`src/logic/umc_pkg.sv`:
```
// Package with register selects, bit positions and reset values of the modem control block.
package umc_pkg;

  // ----------------------------------------------------------------
  // Register selects on the three-bit register select lines
  // ----------------------------------------------------------------
  localparam logic [2:0] ADDR_INT_ENABLES  = 3'h1;
  localparam logic [2:0] ADDR_MODEM_CTRL   = 3'h4;
  localparam logic [2:0] ADDR_MODEM_STATUS = 3'h6;
  localparam logic [2:0] ADDR_SCRATCH      = 3'h7;

  // ----------------------------------------------------------------
  // Field positions
  // ----------------------------------------------------------------
  localparam int MC_DTR_BIT      = 0;
  localparam int MC_RTS_BIT      = 1;
  localparam int MC_AUX1_BIT     = 2;
  localparam int MC_AUX2_BIT     = 3;
  localparam int MC_LOOP_BIT     = 4;
  localparam int IE_MODEM_BIT    = 3;

  // ----------------------------------------------------------------
  // Reset values
  // ----------------------------------------------------------------
  localparam logic [4:0] MC_RESET      = 5'h00;
  localparam logic [3:0] IE_RESET      = 4'h0;
  localparam logic [7:0] SCRATCH_RESET = 8'h00;
  localparam logic [3:0] DELTA_RESET   = 4'h0;
  localparam logic [3:0] LINES_RESET   = 4'hF;

  // ----------------------------------------------------------------
  // Buffering
  // ----------------------------------------------------------------
  localparam int FIFO_DEPTH = 4;
  localparam int FIFO_WIDTH = 8;

endpackage : umc_pkg
```
`src/logic/umc_fifo.sv`:
```
// Small valid/ready FIFO used on the looped-back character path.
`timescale 1ns/100ps
module umc_fifo #(
  parameter int WIDTH = 8,
  parameter int DEPTH = 4
) (
  // Clock and reset
  input  wire logic             i_clk,
  input  wire logic             i_resetn,
  // Filling side
  input  wire logic             i_in_valid,
  output logic                  o_in_ready,
  input  wire logic [WIDTH-1:0] i_in_data,
  // Draining side
  output logic                  o_out_valid,
  input  wire logic             i_out_ready,
  output logic [WIDTH-1:0]      o_out_data
);

  localparam int AW = (DEPTH > 1) ? $clog2(DEPTH) : 1;

  logic [WIDTH-1:0] mem_r [DEPTH];
  logic [AW-1:0]    wp_r, wp_nxt;
  logic [AW-1:0]    rp_r, rp_nxt;
  logic [AW:0]      cnt_r, cnt_nxt;
  logic [WIDTH-1:0] dout_r, dout_nxt;
  logic             push;
  logic             pop;

  // ----------------------------------------------------------------
  // Pointers and count
  // ----------------------------------------------------------------
  // Read data come straight from mem_r at the read pointer while the FIFO holds data; dout_r is shown only when empty.
  always_comb begin
    push     = i_in_valid && (cnt_r != AW'(0) + (AW+1)'(DEPTH));
    pop      = (cnt_r != '0) && i_out_ready;
    wp_nxt   = wp_r;
    rp_nxt   = rp_r;
    cnt_nxt  = cnt_r;
    dout_nxt = dout_r;
    if (push) begin
      wp_nxt = (wp_r == AW'(DEPTH - 1)) ? '0 : wp_r + AW'(1);
    end
    if (pop) begin
      rp_nxt = (rp_r == AW'(DEPTH - 1)) ? '0 : rp_r + AW'(1);
    end
    if (push && !pop) begin
      cnt_nxt = cnt_r + (AW+1)'(1);
    end else if (pop && !push) begin
      cnt_nxt = cnt_r - (AW+1)'(1);
    end
    if (cnt_nxt != '0) begin
      dout_nxt = (pop || cnt_r == '0) ? ((cnt_r > (AW+1)'(1) || !pop) ? mem_r[rp_nxt] : i_in_data)
                                      : dout_r;
    end
  end

  always_ff @(posedge i_clk or negedge i_resetn) begin
    if (!i_resetn) begin
      wp_r   <= '0;
      rp_r   <= '0;
      cnt_r  <= '0;
      dout_r <= '0;
    end else begin
      wp_r   <= wp_nxt;
      rp_r   <= rp_nxt;
      cnt_r  <= cnt_nxt;
      dout_r <= dout_nxt;
    end
  end

  always_ff @(posedge i_clk) begin
    if (push) begin
      mem_r[wp_r] <= i_in_data;
    end
  end

  assign o_in_ready  = (cnt_r != (AW+1)'(DEPTH));
  assign o_out_valid = (cnt_r != '0);
  assign o_out_data  = (cnt_r == '0) ? dout_r : ((pop || 1'b1) ? mem_r[rp_r] : dout_r);

endmodule : umc_fifo

```
`src/logic/umc_modem_ctrl.sv`:
```
// Modem control, modem status and scratch registers with local loopback.
`timescale 1ns/100ps
module umc_modem_ctrl (
  // Clock and reset
  input  wire logic       I_CLK,
  input  wire logic       I_RESETN,
  // Register port, synchronous to I_CLK
  input  wire logic [2:0] I_ADDR,
  input  wire logic       I_RD,
  input  wire logic       I_WR,
  input  wire logic [7:0] I_WDATA,
  output logic      [7:0] O_RDATA,
  // Handshake inputs from the modem, active low pins
  input  wire logic       I_CTS_N,
  input  wire logic       I_DSR_N,
  input  wire logic       I_RI_N,
  input  wire logic       I_DCD_N,
  // Handshake outputs to the modem, active low pins
  output logic            O_DTR_N,
  output logic            O_RTS_N,
  output logic            O_AUX1_N,
  output logic            O_AUX2_N,
  // Serial pins
  input  wire logic       I_SERIAL_IN,
  output logic            O_SERIAL_OUT,
  // Hooks to the shift registers
  input  wire logic       I_TX_SHIFT_OUT,
  output logic            O_RX_SHIFT_IN,
  // Looped character path
  input  wire logic       I_TX_CHAR_VALID,
  output logic            O_TX_CHAR_READY,
  input  wire logic [7:0] I_TX_CHAR,
  output logic            O_RX_CHAR_VALID,
  input  wire logic       I_RX_CHAR_READY,
  output logic      [7:0] O_RX_CHAR,
  // Modem-status interrupt request
  output logic            O_MODEM_INT
);

  // ----------------------------------------------------------------
  // Input synchronisers
  // ----------------------------------------------------------------
  logic [3:0] hs_meta_r;
  logic [3:0] hs_sync_r;
  logic       sin_meta_r;
  logic       sin_sync_r;

  // Order is clear-to-send, set-ready, ring, carrier, matching status bits 4 to 7.
  always_ff @(posedge I_CLK or negedge I_RESETN) begin
    if (!I_RESETN) begin
      hs_meta_r  <= umc_pkg::LINES_RESET;
      hs_sync_r  <= umc_pkg::LINES_RESET;
      sin_meta_r <= 1'b1;
      sin_sync_r <= 1'b1;
    end else begin
      hs_meta_r  <= {I_DCD_N, I_RI_N, I_DSR_N, I_CTS_N};
      hs_sync_r  <= hs_meta_r;
      sin_meta_r <= I_SERIAL_IN;
      sin_sync_r <= sin_meta_r;
    end
  end

  // ----------------------------------------------------------------
  // Control, enable and scratch registers
  // ----------------------------------------------------------------
  logic [4:0] mc_r, mc_nxt;
  logic [3:0] ie_r, ie_nxt;
  logic [7:0] scratch_r, scratch_nxt;
  logic       loop;

  assign loop = mc_r[umc_pkg::MC_LOOP_BIT];

  always_comb begin
    mc_nxt      = mc_r;
    ie_nxt      = ie_r;
    scratch_nxt = scratch_r;
    if (I_WR) begin
      if (I_ADDR == umc_pkg::ADDR_MODEM_CTRL) begin
        mc_nxt = I_WDATA[4:0];
      end else if (I_ADDR == umc_pkg::ADDR_INT_ENABLES) begin
        ie_nxt = I_WDATA[3:0];
      end else if (I_ADDR == umc_pkg::ADDR_SCRATCH) begin
        scratch_nxt = I_WDATA;
      end
    end
  end

  always_ff @(posedge I_CLK or negedge I_RESETN) begin
    if (!I_RESETN) begin
      mc_r      <= umc_pkg::MC_RESET;
      ie_r      <= umc_pkg::IE_RESET;
      scratch_r <= umc_pkg::SCRATCH_RESET;
    end else begin
      mc_r      <= mc_nxt;
      ie_r      <= ie_nxt;
      scratch_r <= scratch_nxt;
    end
  end

  // ----------------------------------------------------------------
  // Line state and change flags
  // ----------------------------------------------------------------
  logic [3:0] lines;
  logic [3:0] lines_r;
  logic [3:0] delta_r, delta_nxt;
  logic [3:0] events;
  logic       status_rd;

  // Lines are kept in true sense: one means asserted.
  always_comb begin
    if (loop) begin
      lines = {mc_r[umc_pkg::MC_AUX2_BIT], mc_r[umc_pkg::MC_AUX1_BIT],
               mc_r[umc_pkg::MC_DTR_BIT], mc_r[umc_pkg::MC_RTS_BIT]};
    end else begin
      lines = ~hs_sync_r;
    end
  end

  assign status_rd = I_RD && (I_ADDR == umc_pkg::ADDR_MODEM_STATUS);

  // Ring trailing edge is the pin going high, that is the true line falling.
  always_comb begin
    events[0] = lines[0] ^ lines_r[0];
    events[1] = lines[1] ^ lines_r[1];
    events[2] = lines_r[2] & ~lines[2];
    events[3] = lines[3] ^ lines_r[3];
    delta_nxt = (status_rd ? 4'h0 : delta_r) | events;
  end

  // Lines reset to deasserted, so a modem already asserting CTS, DSR or DCD at reset flags once.
  always_ff @(posedge I_CLK or negedge I_RESETN) begin
    if (!I_RESETN) begin
      lines_r <= 4'h0;
      delta_r <= umc_pkg::DELTA_RESET;
    end else begin
      lines_r <= lines;
      delta_r <= delta_nxt;
    end
  end

  // ----------------------------------------------------------------
  // Read data, pins and interrupt
  // ----------------------------------------------------------------
  logic [7:0] rdata_nxt;
  logic       int_nxt;
  logic [3:0] pins_nxt;
  logic       serial_out_nxt;
  logic       rxin_nxt;

  always_comb begin
    rdata_nxt = 8'h00;
    if (I_ADDR == umc_pkg::ADDR_MODEM_CTRL) begin
      rdata_nxt = {3'h0, mc_r};
    end else if (I_ADDR == umc_pkg::ADDR_MODEM_STATUS) begin
      rdata_nxt = {lines, delta_r};
    end else if (I_ADDR == umc_pkg::ADDR_INT_ENABLES) begin
      rdata_nxt = {4'h0, ie_r};
    end else if (I_ADDR == umc_pkg::ADDR_SCRATCH) begin
      rdata_nxt = scratch_r;
    end
    int_nxt  = (|delta_nxt) && ie_nxt[umc_pkg::IE_MODEM_BIT];
    pins_nxt = loop ? 4'hF : ~mc_r[3:0];
    serial_out_nxt = loop ? 1'b1 : I_TX_SHIFT_OUT;
    rxin_nxt = loop ? I_TX_SHIFT_OUT : sin_sync_r;
  end

  always_ff @(posedge I_CLK or negedge I_RESETN) begin
    if (!I_RESETN) begin
      O_RDATA       <= 8'h00;
      O_MODEM_INT   <= 1'b0;
      O_DTR_N       <= 1'b1;
      O_RTS_N       <= 1'b1;
      O_AUX1_N      <= 1'b1;
      O_AUX2_N      <= 1'b1;
      O_SERIAL_OUT  <= 1'b1;
      O_RX_SHIFT_IN <= 1'b1;
    end else begin
      O_RDATA       <= rdata_nxt;
      O_MODEM_INT   <= int_nxt;
      O_DTR_N       <= pins_nxt[umc_pkg::MC_DTR_BIT];
      O_RTS_N       <= pins_nxt[umc_pkg::MC_RTS_BIT];
      O_AUX1_N      <= pins_nxt[umc_pkg::MC_AUX1_BIT];
      O_AUX2_N      <= pins_nxt[umc_pkg::MC_AUX2_BIT];
      O_SERIAL_OUT  <= serial_out_nxt;
      O_RX_SHIFT_IN <= rxin_nxt;
    end
  end

  // ----------------------------------------------------------------
  // Looped character path
  // ----------------------------------------------------------------
  // Characters enter only in loopback; outside it the path is shut and never fills.
  logic       f_in_ready;
  logic       f_out_valid;
  logic [7:0] f_out_data;
  logic       txr_r, rxv_r;
  logic [7:0] rxc_r;
  logic       take;

  assign take = f_out_valid && (!rxv_r || I_RX_CHAR_READY);

  umc_fifo #(
    .WIDTH (umc_pkg::FIFO_WIDTH),
    .DEPTH (umc_pkg::FIFO_DEPTH)
  ) u_fifo (
    .i_clk       (I_CLK),
    .i_resetn    (I_RESETN),
    .i_in_valid  (I_TX_CHAR_VALID && loop && txr_r),
    .o_in_ready  (f_in_ready),
    .i_in_data   (I_TX_CHAR),
    .o_out_valid (f_out_valid),
    .i_out_ready (!rxv_r || I_RX_CHAR_READY),
    .o_out_data  (f_out_data)
  );

  always_ff @(posedge I_CLK or negedge I_RESETN) begin
    if (!I_RESETN) begin
      txr_r <= 1'b0;
      rxv_r <= 1'b0;
      rxc_r <= 8'h00;
    end else begin
      // Ready is registered, so it drops after every accepted character.
      // Otherwise a push that fills the buffer would leave ready high for one more cycle,
      // and the character offered in that cycle would be lost.
      txr_r <= f_in_ready && loop && !(I_TX_CHAR_VALID && txr_r);
      if (take) begin
        rxv_r <= 1'b1;
        rxc_r <= f_out_data;
      end else if (I_RX_CHAR_READY) begin
        rxv_r <= 1'b0;
      end
    end
  end

  assign O_TX_CHAR_READY = txr_r;
  assign O_RX_CHAR_VALID = rxv_r;
  assign O_RX_CHAR       = rxc_r;

endmodule : umc_modem_ctrl

```
`config.mk`:
```
export PLATFORM = sky130hd
export DESIGN_NAME = umc_modem_ctrl
export DESIGN_NICKNAME = d
export VERILOG_FILES = /design/src/logic/umc_pkg.sv /design/src/logic/umc_fifo.sv /design/src/logic/umc_modem_ctrl.sv
export SDC_FILE = /design/constraint.sdc
export NUM_CORES = 1
export LEC_CHECK = 0
export BUFFER_PORTS_ARGS = -buffer_cell sky130_fd_sc_hd__buf_2
export CAP_MARGIN = 5
export CELL_PAD_IN_SITES_DETAIL_PLACEMENT = 0
export CELL_PAD_IN_SITES_GLOBAL_PLACEMENT = 1
export CORE_ASPECT_RATIO = 0.6
export CORE_MARGIN = 2
export CORE_UTILIZATION = 52
export DETAILED_ROUTE_END_ITERATION = 16
export HOLD_SLACK_MARGIN = 0.06
export PLACE_DENSITY = 0.88
export SYNTH_ARGS = -nofsm -noshare
export SYNTH_HDL_FRONTEND = slang
export SYNTH_HIERARCHICAL = 1
export SYNTH_SLANG_ARGS = --single-unit
```
`constraint.sdc`:
```
create_clock -name I_CLK -period 4.03 [get_ports I_CLK]
set_input_delay 0.2015 -clock I_CLK [delete_from_list [all_inputs] [get_ports I_CLK]]
set_output_delay 0.2015 -clock I_CLK [all_outputs]
set_load 0.05 [all_outputs]
```
==> results.yml, run 1 <==
clocking:
  cts_root_buf: "clkbuf_16"
  clkTransAtPathRegs_ns: 0.07
  cts_buffers: 9
  clock_latency_ns: 0.34
  clockBufferDepth: 2
  numClockSinks: 107
  cts_tree: "yes"
  h-tree-depth: 3
layout:
  area_growth_pct: 14.3
  stdcell_area_um2: 5550
  diodes: 0
  drive_above_1_share_pct: 36.4
  fin_nets: 446
synth:
  seq_area_frac_synth_pct: 58.9
  synth.net_count: 385
  async_reset_ff_share_pct: 70.1
  ys_ff_latch: 107
  synth-edff-count: 32
  syn_area_per_cell_um2: 14.0
  synth-main-ff-cell: "dfrtp_1"
  synth_cell_type_count: 57
  yosysTopAreaCellShare_pct: 30.4
  synth.area.top_cells: "dfrtp_1 30%, edfxtp_1 20%, mux2_2 9.7%, dfstp_2 8.7%, mux4_2 3.7%"
  yosys_warnings: 6
  netlist_instances: 346
  yosysTopAreaCell: "dfrtp_1"
  syn_area_um2: 4850
global_route:
  grt_pass1_vias: 2843
  antenna_found_initial: 0
  grt.overflow.total: 0
  grt_max_degree: 76
  grt_pass1_wl_um: 15500
  gr-usage-all-layers_pct: 20.3
routing:
  dr_total_vias: 2973
  wire_per_inst_um: 18.1
  firstDrtPassIters: 4
  wl_met3_um: 608
  drt_iter0_markers: 210
  wl_met2_um: 3980
  avgViaCountPerCell: 5.63
  antenna_left: 0
  highest_layer: "met4"
  wl_met1_um: 4850
  drt_wl_total_um: 9540
  drc: 0
sta:
  fin_setup_tns_ns: 0
  fin_crit_ns: 2.90
  fin_worst_skew_ns: 0.00959
  clock.fmax_ghz: 0.345
  hold_ws_ns: 0.0898
  slew_headroom_pct: 38.3
  hold_violations: 0
  maxSlewViolCount: 0
  setup_violations: 0
  rsz0062_at_grt: "false"
  period_share_pct: 72.0
  tightest_slew_ns: 0.916
power_and_ir_drop:
  cellLeakagePower_nw: 2.31
  ir_worst_vdd_mv: 0.333
  power_density_nw_per_um2: 728
floorplan:
  die_x_um: 129
  ios: 56
  core_area_um2: 9120
  die-area_um2: 10100
  die_h_um: 78.8
  start_util_pct: 53.2
  num_rows: 27
place:
  place.port_buffers: 55
  placement.cell_area_um2: 5180
  dp_hpwl_um: 6860
  place_congestion: 0.781
status:
  status: "finished, final reports clean"
hold_path:
  hp-class: "input port to register"
worst_setup_path:
  path_class: "register to register"
  required_ns: 4.23
  end_kind: "register"
  worst-path-max-fanout: 17
  start_kind: "register"
  cp.arrival_ns: 3.10
job:
  drv_cap: 0
[what timing repair did]
item	4_1_cts	5_1_grt
hold buffers	8	0
buffers inserted	0	0
hold endpoints to repair	66	0
gates resized for setup	0	0
[worst max-delay path, cell delays in order, from the launching register on]
cell,delay [ns]
dfrtp_1,0.45
inv_1,0.13
ha_1,0.44
nand2b_4,0.21
nand2_4,0.15
mux2i_4,0.68
mux2_2,0.43
o22ai_1,0.16
o31ai_1,0.09
[registers in the layout (all words and copies together), names as in the netlist, 2 cells and up]
signal	count
u_fifo/mem_r	32
u_fifo/cnt_r	3
lines_r	4
O_RX_CHAR	8
scratch_r	8
u_fifo/dout_r	8
u_fifo/wp_r	2
delta_r	4
ie_r	4
hs_sync_r	4
hs_meta_r	4
mc_r	5
O_RDATA	8
u_fifo/rp_r	2
[cell families after synthesis]
logic type,synth area share (%)
DFF,58.9
muxes,16.8
and+or+nand+nor,10.5
xor gates and xnor gates,0.335
adders and majority gates,2.06
AOI/OAI and AO/OA,8.69
buffers and inverters,2.71
[power by group]
group          leakage, nW  internal, mW  switching [mW]  total (mW)
clock                0.135         0.480           0.363       0.843
sequential            1.16          1.36           0.195        1.56
combinational         1.02         0.694           0.946        1.64
[worst paths after layout]
| path | start | slack, ns | cells past startpoint | to |
|---|---|---|---|---|
| max in group asynchronous | I_RESETN | 2.90 | 2 | O_RX_CHAR[0] |
| worst min-delay path | I_WDATA[6] | 0.09 | 2 | scratch_r[6] |
| worst max-delay path | u_fifo/cnt_r[1] | 1.13 | 8 | u_fifo/dout_r[5] |
| worst min register to register | hs_meta_r[1] | 0.36 | 0 | hs_sync_r[1] |
| worst max register to register | u_fifo/cnt_r[1] | 1.13 | 8 | u_fifo/dout_r[5] |
| min in group asynchronous | I_RESETN | 0.54 | 2 | scratch_r[7] |
[per-layer routing]
metal	up-vias	track usage, %
met5	-	0
met4	0	5.11
met3	8	6.33
met2	86	26.9
met1	1488	32.1
li1	1391	-
[cells in the mapped netlist, types with 8 or more instances]
| cell | number |
|---|---|
| and2_1 | 16 |
| dfrtp_1 | 59 |
| dfstp_2 | 16 |
| edfxtp_1 | 32 |
| ha_1 | 8 |
| inv_1 | 8 |
| mux2_2 | 42 |
| mux2i_1 | 14 |
| mux4_2 | 8 |
| nand2_1 | 25 |
| nand2b_1 | 8 |
| nor2_1 | 14 |
| o21ai_0 | 11 |
| o22ai_1 | 8 |
[layout by cell type, fill, tap and decap left out, types with 3 or more instances in the layout]
cell	instances
ha_1	8
o31ai_1	5
o31ai_2	3
dfrtp_1	59
nor2b_1	4
and3_1	3
nand2b_1	8
dlygate4sd3_1	8
and2_1	16
o21ai_0	11
buf_2	54
mux2_2	42
mux4_2	8
a22o_1	5
clkbuf_16	9
a21oi_1	5
nor2_1	14
mux2i_1	14
o22ai_1	8
nand3_1	3
edfxtp_1	32
inv_1	8
nand2_1	25
dfstp_2	16
[through the flow]
stage          cells  setup slack [ns]  util [%]  power, mW
4_1_cts          528              1.17      60.8       4.06
2_1_floorplan    346              1.77         -       2.89
3_3_place_gp     504              1.31      56.8       3.14
6_report         528              1.13      60.8       4.04
3_5_place_dp     504              1.21      56.8       3.20
5_1_grt          528             0.983      60.8       4.28
[layout make-up]
cell class	count	area, um^2
fill	687	3570
sequential	107	2860
tap	116	145
multi-input combinational	217	1860
timing repair buffer	64	365
clock buffer	11	233
clock inverter	5	53.8
inverter	8	30.0
(Power assumes the default switching activity.)
==> run 2, diff against run 1 <==
Settings changed: CORE_UTILIZATION 52 to 44, PLACE_DENSITY 0.88 to 0.79.
Clock period 4.03 ns to 2.35 ns, I/O delays scaled along.
==> run 2 against run 1 <==
Against the previous run: routed wire length up 8.9%; power up 80%; register-to-register slack worse by 0.98 ns; global-route usage down 1.7 points; cell count up 10%; fmax up 32%; clock skew down 0.0021 ns; flip-flop and latch count unchanged; first-iteration DRC count up 30%; worst hold slack better by 0.0075 ns; critical path depth up 1; critical endpoint is now u_fifo/dout_r[3].
==> results.yml, run 2 (synthesized netlist as in run 1, its figures left out) <==
layout:
  mostFrequentLayoutCells: "59 x dfrtp_1, 54 x buf_2, 42 x mux2_2"
  nFillCells: 887
  drive_above_1_share_pct: 38.5
  final_common_cell: "dfrtp_1"
  area_growth_pct: 21.0
  stdcell_area_um2: 5870
  diodes: 0
  final_core_utilization_pct: 55.0
  largest_reg_flops: 32
  final_cells: 581
  fin_nets: 476
  top_register: "u_fifo/mem_r"
place:
  dp.cells: 540
  place_congestion: 0.881
  dp_hpwl_um: 7420
  place.port_buffers: 55
  placement.cell_area_um2: 5320
global_route:
  gr-usage-all-layers_pct: 18.6
  grt_pass1_vias: 3007
  grt.overflow.total: 0
  grt_max_degree: 76
  grt_pass1_wl_um: 16700
  antenna_found_initial: 0
floorplan:
  num_rows: 29
  die_x_um: 140
  start_util_pct: 45.5
  ios: 56
  die-area_um2: 11900
  core_area_um2: 10700
  die_h_um: 85.3
routing:
  wl_met3_um: 750
  wl_met1_um: 5380
  antenna_left: 0
  firstDrtPassIters: 4
  drc: 0
  drt_iter0_markers: 273
  avgViaCountPerCell: 5.30
  drt_wl_total_um: 10400
  dr_total_vias: 3080
  highest_layer: "met4"
  wl_met2_um: 4130
  wire_per_inst_um: 17.9
worst_setup_path:
  cp_num_buf_inv: 3
  path_depth: 9
  cp.arrival_ns: 2.45
  required_ns: 2.60
  worst-path-max-fanout: 16
  path_class: "register to register"
  rr_startpoint: "u_fifo/cnt_r[0]"
  crit_path_max_incr_delay_ns: 0.43
  crit_chain: "inv_1, ha_1, buf_4, nor2b_1, a311o_1, a21oi_2, o32ai_4, buf_6, o31ai_1"
  r2r_cells: 9
  critPathLaunch: "u_fifo/cnt_r[0]"
  critical_path.top_delay_family: "compound AO/OA/AOI/OAI gates"
  start_kind: "register"
  end_kind: "register"
  cp_slowest_cell: "dfrtp_1"
sta:
  tightest_slew_ns: 0.920
  rsz0062_at_grt: "false"
  fin_crit_ns: 2.20
  hold_ws_ns: 0.0972
  clock.fmax_ghz: 0.454
  period_share_pct: 93.7
  fin_setup_tns_ns: 0
  hold_violations: 0
  slew_headroom_pct: 38.7
  maxSlewViolCount: 0
  fin_worst_skew_ns: 0.00746
  setup_violations: 0
clocking:
  cts_tree: "yes"
  cts_buffers: 9
  h-tree-depth: 3
  clkTransAtPathRegs_ns: 0.07
  cts_root_buf: "clkbuf_16"
  clockBufferDepth: 2
  numClockSinks: 107
  clock_latency_ns: 0.35
job:
  drv_cap: 0
hold_path:
  hold_depth: 2
  min_from: "I_ADDR[2]"
  hp-class: "input port to register"
power_and_ir_drop:
  p_int_mw: 4.52
  p_switching_mw: 2.73
  ir_worst_vdd_mv: 0.746
  p_sw_share_pct: 37.7
  clkPwrFrac_pct: 20.1
  cellLeakagePower_nw: 2.46
  power_frac_seq_pct: 35.3
  pwr-share-comb_pct: 44.5
  power_density_nw_per_um2: 1240
status:
  status: "finished, final reports clean"
## run 2: cell count changes in the layout (fill, tap and decap cells not counted), sizes merged
cell / change
inv: +3
buf: +14
bufinv: -1
clkbuf: -1
dlygate4sd3: +16
clkinvlp: -1
## run 2: worst reg2reg max path: cells and delay by family, from the launching register on
| kind | cells | cell delay [ns] |
|---|---|---|
| compound gates | 4 | 0.93 |
| fa+ha+maj | 1 | 0.21 |
| buf+inv | 3 | 0.46 |
| flops | 1 | 0.43 |
| simple gates | 1 | 0.07 |
## run 2: final cells by class
class	count	area [um^2]	area share, %
sequential	107	2860	48.7
multi-input combinational	217	1870	31.8
timing repair buffer	94	647	11.0
clock buffer	10	239	4.07
tap	139	174	2.96
clock inverter	6	55.1	0.938
inverter	8	30.0	0.511
## run 2: per-stage QoR
| stage | total power [mW] | setup WS [ns] |
|---|---|---|
| 2_1_floorplan | 4.96 | 0.0858 |
| 3_3_place_gp | 5.66 | 0.187 |
| 3_5_place_dp | 5.72 | 0.136 |
| 4_1_cts | 7.22 | 0.116 |
| 5_1_grt | 7.67 | 0.00987 |
| 6_report | 7.25 | 0.149 |
## run 2: timing repair
item	4_1_cts	5_1_grt
resized for setup	0	3
endpoints found under the setup margin	0	8
buffers inserted	0	1
endpoints found under the hold margin	114	0
hold buffers	24	0
## run 2: path summary, 6_finish.rpt
kind	endpoint	slack [ns]
min in group asynchronous	ie_r[1]	0.43
min reg2reg	hs_sync_r[0]	0.36
max in group asynchronous	O_RX_CHAR[7]	1.31
min	O_RDATA[4]	0.1
max reg2reg	u_fifo/dout_r[3]	0.15
max	u_fifo/dout_r[3]	0.15
## run 2: metal layers
| layer | up-vias | global-route usage (%) |
|---|---|---|
| met1 | 1523 | 29.8 |
| li1 | 1449 | - |
| met5 | - | 0 |
| met2 | 98 | 24.6 |
| met3 | 10 | 5.53 |
| met4 | 0 | 4.27 |
## run 2: power groups by stage
stage	sequential [mW]	clock, mW	combinational, mW
floorplan	2.97	0	1.98
global placement	2.58	0	3.08
detailed placement	2.59	0	3.12
CTS	2.56	1.49	3.16
global route	2.61	1.57	3.49
finish	2.56	1.46	3.23
==> run 3, diff against run 2 <==
Settings changed: REMOVE_ABC_BUFFERS set to 1.
==> run 3 against run 2 <==
Against the previous run: via count shrank 0.49%; final area grew 1.0%; clock-buffer cell count grew 1; critical endpoint unchanged.
==> results.yml, run 3 (synthesized netlist as in run 1, its figures left out) <==
floorplan:
  start_util_pct: 45.5
  die-area_um2: 11900
  core_area_um2: 10700
  num_rows: 29
  ios: 56
  die_x_um: 140
  die_h_um: 85.3
layout:
  area_growth_pct: 22.2
  drive_above_1_share_pct: 38.9
  mostFrequentLayoutCells: "59 x dfrtp_1, 54 x buf_2, 42 x mux2_2"
  diodes: 0
  nFillCells: 898
  largest_reg_flops: 32
  final_cells: 586
  top_register: "u_fifo/mem_r"
  fin_nets: 481
  final_core_utilization_pct: 55.6
  final_common_cell: "dfrtp_1"
global_route:
  gr-usage-all-layers_pct: 18.7
  antenna_found_initial: 0
  grt_pass1_vias: 3218
  grt.overflow.total: 0
  grt_max_degree: 41
  grt_pass1_wl_um: 17100
sta:
  clock.fmax_ghz: 0.455
  setup_violations: 0
  tightest_slew_ns: 0.604
  rsz0062_at_grt: "false"
  period_share_pct: 93.4
  slew_headroom_pct: 59.8
  hold_violations: 0
  fin_worst_skew_ns: 0.00540
  fin_crit_ns: 2.20
  maxSlewViolCount: 0
  finalWorstSetupSlack_ns: 0.154
clocking:
  cts_tree: "yes"
  clockBufferDepth: 2
  cts_buffers: 9
  cts_root_buf: "clkbuf_16"
  clock_latency_ns: 0.34
  numClockSinks: 107
  post-cts-setup-buffer-count: 0
  clkTransAtPathRegs_ns: 0.07
  h-tree-depth: 3
routing:
  wire_per_inst_um: 17.4
  drc: 0
  drt_wl_total_um: 10200
  drt_iter0_markers: 180
  avgViaCountPerCell: 5.23
  dr_total_vias: 3065
  firstDrtPassIters: 4
  antenna_left: 0
worst_setup_path:
  start_kind: "register"
  worst-path-max-fanout: 17
  path_class: "register to register"
  required_ns: 2.57
  end_kind: "register"
  cp.arrival_ns: 2.42
  crit_path_max_incr_delay_ns: 0.43
  crit_chain: "inv_1, ha_4, nand2b_4, nand2_4, mux2i_4, buf_12, mux2_2, o22ai_1, o31ai_1"
  cp_slowest_cell: "dfrtp_1"
place:
  place_congestion: 0.798
  place.port_buffers: 55
  dp_slack_ns: 0.0307
  dp_hpwl_um: 7040
  dp.cells: 546
power_and_ir_drop:
  clkPwrFrac_pct: 19.9
  p_int_mw: 4.58
  p_sw_share_pct: 37.0
  cellLeakagePower_nw: 2.49
  power_density_nw_per_um2: 1230
  ir_worst_vdd_mv: 0.561
  power_frac_seq_pct: 35.6
  pwr-share-comb_pct: 44.5
  p_switching_mw: 2.69
status:
  status: "finished, final reports clean"
hold_path:
  hp-class: "input port to register"
job:
  drv_cap: 0
run 3: cell count changes in the layout (fill, tap and decap cells not counted), sizes merged:
cell      before  now
clkinvlp       0    2
clkinv         2    1
inv           12   10
buf           70   75
clkbuf        10   11
run 3: final timing paths:
path / from / end / slack, ns / cells past startpoint
max: u_fifo/cnt_r[0] / u_fifo/dout_r[3] / 0.15 / 9
min: I_ADDR[2] / O_RDATA[4] / 0.09 / 2
max reg2reg: u_fifo/cnt_r[0] / u_fifo/dout_r[3] / 0.15 / 9
min reg2reg: hs_meta_r[1] / hs_sync_r[1] / 0.36 / 0
max in group asynchronous: I_RESETN / hs_meta_r[3] / 1.42 / 3
min in group asynchronous: I_RESETN / scratch_r[2] / 0.28 / 2
run 3: area by class of cell:
type / count / area, um^2 / area share [%]
sequential: 107 / 2860 / 48.2
multi-input combinational: 217 / 1880 / 31.6
timing repair buffer: 99 / 706 / 11.9
clock buffer: 11 / 253 / 4.26
tap: 139 / 174 / 2.93
clock inverter: 5 / 35.0 / 0.591
inverter: 8 / 30.0 / 0.506
run 3: worst max-delay path, delay by kind of cell (launching register included):
kind	cells	cell delay, ns
simple gates	2	0.23
buf+inv	2	0.33
fa+ha+maj	1	0.20
compound gates	2	0.26
flops	1	0.43
mux	2	0.62
run 3: power groups by stage:
stage / logic [mW] / clock network (mW) / registers (mW)
2_1_floorplan: 1.75 / 0 / 3.05
3_5_place_dp: 3.17 / 0 / 2.62
3_3_place_gp: 3.10 / 0 / 2.61
4_1_cts: 3.21 / 1.49 / 2.59
6_report: 3.24 / 1.45 / 2.59
5_1_grt: 3.51 / 1.57 / 2.65
run 3: per-stage QoR:
step | instance area, um^2 | total power, mW | TNS [ns] | hold slack, ns
CTS | 5920 | 7.29 | 0 | 0.0824
global placement | 5390 | 5.71 | 0 | 0.115
detailed placement | 5390 | 5.79 | 0 | 0.120
global route | 5930 | 7.73 | 0 | 0.0794
floorplan | 4750 | 4.80 | -1.20 | -0.178
finish | 5930 | 7.27 | 0 | 0.0917
run 3: timing repair:
action / 4_1_cts / 5_1_grt
endpoints found under the setup margin: 0 / 8
hold endpoints to repair: 83 / 0
hold buffers: 24 / 0
gates resized for setup: 0 / 2
run 3: layer usage:
| layer | track usage (%) | wire length, um | part of all wire (%) | vias to the layer above |
|---|---|---|---|---|
| met5 | 0 | 0 | 0 | - |
| met4 | 5.73 | 103 | 1.0 | 0 |
| met3 | 4.12 | 484 | 4.8 | 7 |
| met2 | 26.7 | 4340 | 43 | 71 |
| met1 | 28.7 | 5240 | 52 | 1533 |
| li1 | - | - | - | 1454 |
